[config.mk]
export PLATFORM = sky130hd
export DESIGN_NAME = srq_status
export DESIGN_NICKNAME = d
export VERILOG_FILES = /design/src/common/srq_pkg.sv /design/src/rtl/srq_fifo.sv /design/src/rtl/srq_status.sv
export VERILOG_INCLUDE_DIRS = /design/src /design/src/common
export SDC_FILE = /design/constraint.sdc
export NUM_CORES = 2
export LEC_CHECK = 0
export BUFFER_PORTS_ARGS = -buffer_cell sky130_fd_sc_hd__buf_2
export CELL_PAD_IN_SITES_DETAIL_PLACEMENT = 0
export CELL_PAD_IN_SITES_GLOBAL_PLACEMENT = 1
export CORE_MARGIN = 3
export CORE_UTILIZATION = 58
export CTS_BUF_LIST = sky130_fd_sc_hd__clkbuf_4
export CTS_CLUSTER_DIAMETER = 50
export DETAILED_ROUTE_END_ITERATION = 10
export PLACE_DENSITY = 0.81
export SYNTH_ARGS = -nofsm -noshare
export SYNTH_HDL_FRONTEND = slang
export SYNTH_SLANG_ARGS = --single-unit
[constraint.sdc]
create_clock -name clk -period 4.1 [get_ports clk]
set_input_delay 0.41 -clock clk [delete_from_list [all_inputs] [get_ports clk]]
set_output_delay 0.41 -clock clk [all_outputs]
set_load 0.005 [all_outputs]
[src/common/srq_map.svh]
/*
  constants for the status reporting and queue block: field positions,
  reset values and queue sizes. assumes inclusion by bare name.
*/
`ifndef SRQ_MAP_SVH
`define SRQ_MAP_SVH
`define SRQ_STB_OPER_BIT    7
`define SRQ_STB_MSS_BIT     6
`define SRQ_STB_ESB_BIT     5
`define SRQ_STB_MAV_BIT     4
`define SRQ_STB_QUES_BIT    3
`define SRQ_STB_ERR_BIT     2
`define SRQ_SES_PON_BIT     7
`define SRQ_SES_CME_BIT     5
`define SRQ_SES_EXE_BIT     4
`define SRQ_SES_DDE_BIT     3
`define SRQ_SES_QYE_BIT     2
`define SRQ_SES_OPC_BIT     0
`define SRQ_SES_USED_MASK   8'hBD
`define SRQ_SES_RESET       8'h80
`define SRQ_ENABLE_RESET    8'h00
`define SRQ_OUT_DEPTH       64
`define SRQ_IN_DEPTH        256
`define SRQ_FIFO_DEPTH      16
`endif

[src/common/srq_pkg.sv]
/*
  types for the status reporting block.
  assumes srq_map.svh constants are used alongside.
*/
package srq_pkg;
  // link flavour: serial drops data, lan/usb stalls
  typedef enum logic [0:0] {
    SRQ_LINK_SERIAL = 1'b0,
    SRQ_LINK_STALL  = 1'b1
  } srq_link_t;
  // input buffer reception state
  typedef enum logic [0:0] {
    SRQ_IN_OPEN  = 1'b0,
    SRQ_IN_DRAIN = 1'b1
  } srq_in_state_t;
  // event pulses from the command parser
  typedef struct packed {
    logic pwr_fail;
    logic cmd_err;
    logic exe_err;
    logic dev_err;
    logic opc_done;
  } srq_events_t;
  // commands from the parser
  typedef struct packed {
    logic cls;
    logic stb_query;
    logic ses_query;
    logic serial_poll;
    logic err_query;
    logic sre_write;
    logic ses_en_write;
  } srq_cmds_t;
endpackage

[src/rtl/srq_fifo.sv]
/*
  synchronous fifo with valid/ready on both sides and a flush input.
  assumes one clock and a synchronous active high reset.
*/
`timescale 1ns/1ps
module srq_fifo #(
  parameter int WIDTH = 8,
  parameter int DEPTH = 16
) (
  input  wire logic             clk,
  input  wire logic             reset,
  input  wire logic             flush,
  input  wire logic [WIDTH-1:0] in_data,
  input  wire logic             in_valid,
  output logic                  in_ready,
  output logic [WIDTH-1:0]      out_data,
  output logic                  out_valid,
  input  wire logic             out_ready,
  output logic [$clog2(DEPTH):0] level
);
  localparam int AW = $clog2(DEPTH);
  logic [WIDTH-1:0] mem [DEPTH];   // storage array
  logic [AW-1:0]    wr_ptr;        // write index
  logic [AW-1:0]    rd_ptr;        // read index
  logic [AW:0]      count;         // fill level
  logic             push;
  logic             pop;
  // full when the level reaches the depth
  assign in_ready  = (count != (AW+1)'(DEPTH)) ? 1'b1 : 1'b0;
  assign out_valid = (count != '0);
  assign out_data  = mem[rd_ptr];
  assign push      = in_valid && in_ready && !flush;
  assign pop       = out_valid && out_ready && !flush;
  assign level     = count;
  // pointer and level update; flush wins so a cleared queue really empties
  always_ff @(posedge clk) begin
    if (reset || flush) begin
      wr_ptr <= '0;
      rd_ptr <= '0;
      count  <= '0;
    end else begin
      if (push) begin
        wr_ptr <= wr_ptr + AW'(1);
      end
      if (pop) begin
        rd_ptr <= rd_ptr + AW'(1);
      end
      count <= count + (AW+1)'(push) - (AW+1)'(pop);
    end
  end
  // storage write
  always_ff @(posedge clk) begin
    if (push) begin
      mem[wr_ptr] <= in_data;
    end
  end
endmodule // srq_fifo

[src/rtl/srq_status.sv]
/*
  status reporting and queue block: output queue, input buffer, status byte,
  service request enable, standard event status and its enable.
  assumes a command parser drives the command and event pulses, one per cycle,
  and the operation and questionable groups supply their summary bits.
*/
`timescale 1ns/1ps
`include "srq_map.svh"
module srq_status import srq_pkg::*; #(
  parameter int OUT_DEPTH = `SRQ_OUT_DEPTH,
  parameter int IN_DEPTH  = `SRQ_IN_DEPTH
) (
  input  wire logic        clk,
  input  wire logic        reset,
  input  wire srq_link_t   link_mode,
  input  wire srq_cmds_t   cmds,
  input  wire srq_events_t events,
  input  wire logic [7:0]  wdata,
  input  wire logic        operation_summary_bit,
  input  wire logic        questionable_summary_bit,
  input  wire logic        error_pending,
  input  wire logic        terminator_seen,
  input  wire logic [7:0]  resp_data,
  input  wire logic        resp_valid,
  output logic             resp_ready,
  output logic [7:0]       out_data,
  output logic             out_valid,
  input  wire logic        out_ready,
  input  wire logic [7:0]  rx_data,
  input  wire logic        rx_valid,
  output logic             rx_ready,
  output logic [7:0]       cmd_data,
  output logic             cmd_valid,
  input  wire logic        cmd_ready,
  output logic             skip_input,
  output logic [7:0]       rdata,
  output logic             rdata_valid,
  output logic             service_request
);
  // registered state of the block outside its three fifos
  typedef struct packed {
    logic [7:0]    sre;
    logic [7:0]    ses;
    logic [7:0]    ses_en;
    logic          mss;
    logic          rqs;
    logic [7:0]    summary_q;
    logic          skip;
    srq_in_state_t in_st;
    logic          flush_out;
    logic [7:0]    rdata;
    logic          rdata_valid;
    logic          srq;
    logic [7:0]    out_data;
    logic          out_valid;
    logic [7:0]    cmd_data;
    logic          cmd_valid;
    logic          resp_ready;
    logic          rx_ready;
  } srq_state_t;
  srq_state_t st;
  srq_state_t next_st;
  localparam int OW = $clog2(OUT_DEPTH);
  localparam int IW = $clog2(IN_DEPTH);
  logic [OW:0]  out_level;    // output queue fill
  logic [IW:0]  in_level;     // input buffer fill
  logic         oq_in_ready;  // output queue accepts a byte
  logic [7:0]   oq_data;
  logic         oq_valid;
  logic         ib_in_ready;  // input buffer accepts a byte
  logic [7:0]   ib_data;
  logic         ib_valid;
  logic         rx_push;      // byte offered to input buffer
  logic [7:0]   fb_data;      // staging fifo toward the parser
  logic         fb_valid;
  logic         fb_in_ready;
  logic         ib_pop;
  logic         oq_pop;
  logic [7:0]   stb_now;      // live status byte
  logic         overflow;     // response arrives with queue full
  // output queue sized for a whole response
  // a byte enters only while resp_ready stands, so a stalled query keeps it
  srq_fifo #(.WIDTH(8), .DEPTH(OUT_DEPTH)) u_out_queue (
    .clk       (clk),
    .reset     (reset),
    .flush     (st.flush_out),
    .in_data   (resp_data),
    .in_valid  (resp_valid && st.resp_ready),
    .in_ready  (oq_in_ready),
    .out_data  (oq_data),
    .out_valid (oq_valid),
    .out_ready (oq_pop),
    .level     (out_level)
  );
  // input buffer of at least 256 characters
  srq_fifo #(.WIDTH(8), .DEPTH(IN_DEPTH)) u_in_buffer (
    .clk       (clk),
    .reset     (reset),
    .flush     (1'b0),
    .in_data   (rx_data),
    .in_valid  (rx_push),
    .in_ready  (ib_in_ready),
    .out_data  (ib_data),
    .out_valid (ib_valid),
    .out_ready (ib_pop),
    .level     (in_level)
  );
  // 16-word staging fifo between input buffer and parser; parser can stall it
  srq_fifo #(.WIDTH(8), .DEPTH(`SRQ_FIFO_DEPTH)) u_cmd_fifo (
    .clk       (clk),
    .reset     (reset),
    .flush     (1'b0),
    .in_data   (ib_data),
    .in_valid  (ib_valid),
    .in_ready  (fb_in_ready),
    .out_data  (fb_data),
    .out_valid (fb_valid),
    .out_ready (!st.cmd_valid || cmd_ready),
    .level     ()
  );
  assign ib_pop  = ib_valid && fb_in_ready;
  // output register slice toward the controller
  // no byte may slip into the slice while an overflow is emptying the queue
  assign oq_pop  = oq_valid && (!st.out_valid || out_ready) && !st.flush_out && !overflow;
  // serial link writes regardless (overrun lost); stall link gated by state
  assign rx_push = rx_valid && ((link_mode == SRQ_LINK_SERIAL) || st.rx_ready);
  // byte offered on a full queue is overflow on the serial link
  assign overflow = resp_valid && !oq_in_ready && (link_mode == SRQ_LINK_SERIAL);
  // status byte assembly
  always_comb begin
    stb_now = 8'h00;
    // summary bits from the outer groups
    stb_now[`SRQ_STB_OPER_BIT] = operation_summary_bit;
    stb_now[`SRQ_STB_QUES_BIT] = questionable_summary_bit;
    stb_now[`SRQ_STB_ESB_BIT]  = |(st.ses & st.ses_en);
    stb_now[`SRQ_STB_MAV_BIT]  = oq_valid || st.out_valid;
    // error queue pending, cleared outside by the error query
    stb_now[`SRQ_STB_ERR_BIT]  = error_pending;
  end
  // next-state logic
  always_comb begin
    logic [7:0] rise;
    logic [7:0] set_ev;
    next_st = st;
    rise    = 8'h00;
    set_ev  = 8'h00;
    next_st.rdata_valid = 1'b0;
    next_st.flush_out   = 1'b0;
    if (cmds.sre_write) begin
      next_st.sre = wdata & ~(8'h01 << `SRQ_STB_MSS_BIT);
    end
    if (cmds.ses_en_write) begin
      next_st.ses_en = wdata;
    end
    // rising edge of an enabled status bit
    rise = stb_now & ~st.summary_q & st.sre;
    next_st.summary_q = stb_now;
    set_ev[`SRQ_SES_PON_BIT] = events.pwr_fail;
    set_ev[`SRQ_SES_CME_BIT] = events.cmd_err;
    set_ev[`SRQ_SES_EXE_BIT] = events.exe_err;
    set_ev[`SRQ_SES_DDE_BIT] = events.dev_err;
    set_ev[`SRQ_SES_QYE_BIT] = overflow;
    set_ev[`SRQ_SES_OPC_BIT] = events.opc_done;
    // clear by clear-status or query, new events win
    if (cmds.cls || cmds.ses_query) begin
      next_st.ses = 8'h00;
    end
    next_st.ses = (next_st.ses | set_ev) & `SRQ_SES_USED_MASK;
    // query error empties the output queue
    if (overflow) begin
      next_st.flush_out = 1'b1;
      next_st.out_valid = 1'b0;
    end
    // summary held until clear-status; sets it
    if (cmds.cls) begin
      next_st.mss = 1'b0;
      next_st.rqs = 1'b0;
    end
    if (cmds.serial_poll) begin
      next_st.rqs = 1'b0;
    end
    if (|rise) begin
      next_st.mss = 1'b1;
      next_st.rqs = 1'b1;
    end
    next_st.srq = next_st.rqs;
    // register reads
    if (cmds.serial_poll) begin
      // full byte with request bit, returned before clear
      next_st.rdata = stb_now | ({7'h00, st.rqs} << `SRQ_STB_MSS_BIT);
      next_st.rdata_valid = 1'b1;
    end else if (cmds.stb_query) begin
      // query shows summary and does not clear it
      next_st.rdata = stb_now | ({7'h00, st.mss} << `SRQ_STB_MSS_BIT);
      next_st.rdata_valid = 1'b1;
    end else if (cmds.ses_query) begin
      next_st.rdata = st.ses;
      next_st.rdata_valid = 1'b1;
    end
    // discard input up to the terminator after a command error
    if (events.cmd_err) begin
      next_st.skip = 1'b1;
    end else if (terminator_seen) begin
      next_st.skip = 1'b0;
    end
    // stall link closes on full, reopens only when drained empty
    case (st.in_st)
      SRQ_IN_OPEN: begin
        if (!ib_in_ready || (rx_push && in_level == (IW+1)'(IN_DEPTH - 1))) begin
          next_st.in_st = SRQ_IN_DRAIN;
        end
      end
      SRQ_IN_DRAIN: begin
        if (in_level == '0) begin
          next_st.in_st = SRQ_IN_OPEN;
        end
      end
      default: next_st.in_st = SRQ_IN_OPEN;
    endcase
    next_st.rx_ready = (next_st.in_st == SRQ_IN_OPEN);
    // stall link holds the query once the queue is one byte short of full
    next_st.resp_ready = (link_mode == SRQ_LINK_SERIAL) ? 1'b1 :
                         (out_level < (OW+1)'(OUT_DEPTH - 1));
    // output slice toward controller
    if (st.out_valid && out_ready) begin
      next_st.out_valid = 1'b0;
    end
    if (oq_pop) begin
      next_st.out_data  = oq_data;
      next_st.out_valid = 1'b1;
    end
    // command slice toward parser
    if (st.cmd_valid && cmd_ready) begin
      next_st.cmd_valid = 1'b0;
    end
    if (fb_valid && (!st.cmd_valid || cmd_ready)) begin
      next_st.cmd_data  = fb_data;
      next_st.cmd_valid = 1'b1;
    end
  end
  // state register; power-up empties queues and sets power-on
  always_ff @(posedge clk) begin
    if (reset) begin
      st        <= '0;
      st.ses    <= `SRQ_SES_RESET;
      st.sre    <= `SRQ_ENABLE_RESET;
      st.ses_en <= `SRQ_ENABLE_RESET;
      st.in_st  <= SRQ_IN_OPEN;
    end else begin
      st <= next_st;
    end
  end
  assign resp_ready      = st.resp_ready;
  assign out_data        = st.out_data;
  assign out_valid       = st.out_valid;
  assign rx_ready        = st.rx_ready;
  assign cmd_data        = st.cmd_data;
  assign cmd_valid       = st.cmd_valid;
  assign skip_input      = st.skip;
  assign rdata           = st.rdata;
  assign rdata_valid     = st.rdata_valid;
  assign service_request = st.srq;
endmodule // srq_status

==> impl_metrics.json <==
{
  "critPathTopFamily": "compound AO/OA/AOI/OAI gates",
  "path_class": "flop to flop",
  "cpPeakStageDelay_ns": 0.58,
  "r2r_slack_ns": 0.04,
  "syn-instance-count": 5296,
  "firstDrtPassIters": 6,
  "drc": 0,
  "syn-cell-area_um2": 109000,
  "fin_hold_ws_ns": 0.228,
  "post-route-period-util_pct": 99.0,
  "syn2layout_area_growth_pct": 12.7,
  "peakVddDrop_mv": 0.574,
  "ant_nets": 0,
  "cp_common_cell": "buf_4",
  "wl_per_cell_um": 27.4,
  "ys_seq_area_share_pct": 76.4,
  "io_pins": 78,
  "cp.buffers_inverters": 4,
  "total_power_mw": 69.7,
  "worstMarginPinSlew_ns": 1.27,
  "synth_nets": 5391,
  "synth-main-ff-cell": "edfxtp_1",
  "grt_overflow": 0,
  "cp.arrival_ns": 5.12,
  "pre_cts_ws_ns": -0.0414,
  "slew_violations": 0,
  "r2r_end": "u_cmd_fifo.mem[2][7]$_DFFE_PP_",
  "grt_pass1_wl_um": 372000,
  "worstPathMaxFanout": 20,
  "cp-endpoint": "u_cmd_fifo.mem[2][7]$_DFFE_PP_",
  "hold_depth": 2,
  "hold_path_class": "primary input to flop",
  "cts_root_buf": "clkbuf_4",
  "synth_enable_flop_cells": 2688,
  "required_ns": 5.16,
  "synth_area_per_cell_um2": 20.5,
  "multi_input_area_um2": 23800,
  "final.min_clock_period_ns": 4.06,
  "vias": 56600,
  "slew_headroom_pct": 15.4,
  "crit_chain": "buf_12 > buf_4 > mux4_2 > a221oi_1 > o22ai_1 > buf_4 > o31ai_2 > nor3_2 > buf_4",
  "clock_sink_count": 2808,
  "row_count": 158,
  "fin_util_pct": 66.0,
  "p_leak_nw": 39.2,
  "vias_per_cell": 6.24,
  "path_clk_slew_ns": 0.07,
  "hold_viol_final": 0,
  "gp_congestion": 0.854,
  "tritoncts": "yes",
  "portBuffers": 73,
  "clock_latency_ns": 1.45,
  "min_from": "rx_data[5]",
  "cap_violations": 0,
  "ff2ff_path_depth": 9,
  "end_kind": "flop",
  "drt-initial-drc-count": 6232,
  "cts_buffers": 697,
  "final_nets": 6237,
  "path_depth": 9,
  "status": "finished, final reports clean",
  "core_area_um2": 186000,
  "setup_ws_ns": 0.0412,
  "async_reset_ff_share_pct": 0,
  "dpl.hpwl_um": 151000,
  "critPathLaunchType": "flop",
  "globalRouteTotalUtil_pct": 26.2,
  "grt_pass1_vias": 58300,
  "setup_viol": 0,
  "final_layout_size_suffix_gt1_share_pct": 31.6,
  "die_x_um": 439,
  "post_cts_buffers": 0,
  "die_h_um": 439,
  "skew_ns": 0.157,
  "rsz0062_at_grt": "false",
  "maxClockFrequency_mhz": 246,
  "cts.path.max_buffers": 4,
  "ys_ff_latch": 2808,
  "seqCellArea_um2": 83100,
  "die_area_um2": 193000,
  "start_util_pct": 58.5,
  "yosys_warnings": 0,
  "antenna_found_initial": 6,
  "routed_wl_um": 249000,
  "synth.distinct_cells": 68,
  "pwr_density_cell_nw_per_um2": 569,
  "cp_slowest_cell": "dfxtp_4",
  "num-fill-cells": 12200,
  "grt_max_degree": 142,
  "cts-htree-levels": 6
}
-- logic make-up (layout without fill, tap and decap cells) --
logic type | count (synthesis) | count (layout) | synth area share [%]
DFF | 2808 | 2808 | 76.4
and+or+nand+nor | 767 | 767 | 3.12
muxes | 763 | 763 | 14.5
AOI/OAI and AO/OA | 495 | 495 | 3.18
buffers and inverters | 372 | 1654 | 1.83
adders and majority gates | 48 | 48 | 0.573
xor gates and xnor gates | 42 | 42 | 0.338
other | 1 | 7 | 0.00345
-- metal layers --
metal,global-route usage [%],vias to the layer above,wire length (um)
met1,36.3,29200,96700
met4,9.61,4,7430
met2,41.2,2957,122000
met5,0,-,30
met3,5.98,441,22600
li1,-,24000,-
-- cells in the final DEF (no fill, tap or decap), drive strengths merged, types with 23 or more instances in the layout --
| cell type | Yosys | final |
|---|---|---|
| mux4 | 652 | 652 |
| nor3 | 49 | 49 |
| nand3 | 42 | 42 |
| nor2b | 29 | 29 |
| a21oi | 105 | 105 |
| o22ai | 63 | 63 |
| edfxtp | 2688 | 2688 |
| clkinv | 0 | 142 |
| mux2i | 108 | 108 |
| a22oi | 144 | 144 |
| a221oi | 35 | 35 |
| nor2 | 469 | 469 |
| nand2 | 68 | 68 |
| xor2 | 23 | 23 |
| clkbuf | 131 | 972 |
| ha | 45 | 45 |
| o21ai | 24 | 24 |
| dlygate4sd3 | 0 | 101 |
| dfxtp | 120 | 120 |
| a22o | 42 | 42 |
| buf | 199 | 368 |
| inv | 42 | 54 |
-- sequential cells by signal (all words and copies together) (netlist names), 8 cells and up, named ones only --
| signal | count |
|---|---|
| u_in_buffer.wr_ptr | 8 |
| u_in_buffer.mem | 2048 |
| out_data | 8 |
| u_out_queue.mem | 512 |
| u_in_buffer.level | 9 |
| cmd_data | 8 |
| st | 25 |
| u_in_buffer.rd_ptr | 8 |
| u_cmd_fifo.mem | 128 |
-- report_power, final --
part	leakage (nW)	switching (mW)	total, mW	internal [mW]
Clock	4.90	10.6	22.0	11.4
Combinational	9.15	7.80	15.1	7.29
Sequential	25.2	0.446	32.6	32.2
-- cells in the mapped netlist, types with 9 or more instances --
cell type	number	area share, %
a211oi_1	12	0.083
buf_1	19	0.066
buf_2	87	0.40
nor2b_1	29	0.17
o22ai_1	63	0.36
xnor2_1	19	0.15
a32oi_1	14	0.11
mux4_2	652	14
buf_6	35	0.36
a22o_1	42	0.34
nor3_1	49	0.23
o211ai_1	20	0.14
dfxtp_1	120	2.2
xor2_1	23	0.19
nand4_1	16	0.092
nand2b_1	20	0.12
a22oi_1	144	0.99
clkbuf_1	130	0.45
ha_1	45	0.52
and2_1	9	0.052
inv_1	42	0.14
mux2i_1	108	0.99
a221oi_1	35	0.28
nor4_1	20	0.12
o21ai_0	23	0.11
nand3_1	42	0.19
or3_1	10	0.058
buf_4	58	0.40
nor2_1	468	1.6
nand2_1	68	0.23
a21oi_1	105	0.48
edfxtp_1	2688	74
-- worst min path at each step --
stage	endpoint
after global routing	u_in_buffer.mem[227][5]$_DFFE_PP_
after detailed placement	out_data[0]$_SDFFE_PP0N_
after global placement	st[42]$_SDFFE_PP0P_
final	u_in_buffer.mem[227][5]$_DFFE_PP_
after floorplan	st[53]$_SDFF_PP0_
after CTS	st[42]$_SDFFE_PP0P_
-- area by class of cell --
type                    instances  share of cell area [%]
well taps                    2480                    2.53
clock inverters               171                   0.791
diodes                          6                  0.0123
clock buffers                 964                    5.90
multi-input cells            2116                    19.4
flip-flops and latches       2808                    67.8
inverters                      42                   0.129
repair buffers                477                    3.40
-- stage by stage --
step           setup TNS (ns)  area (um^2)  std cells
5_1_grt                     0       123000       9062
2_1_floorplan               0       109000       5296
6_report                    0       123000       9064
4_1_cts                     0       123000       9058
3_3_place_gp            -1.52       113000       7821
3_5_place_dp           -0.655       113000       7821
-- what timing repair did --
item,CTS,global route
gates resized for setup,2,1
hold buffers,102,0
setup endpoints to repair,16,12
hold endpoints to repair,1988,0
Power figures use the tool's default switching activity.
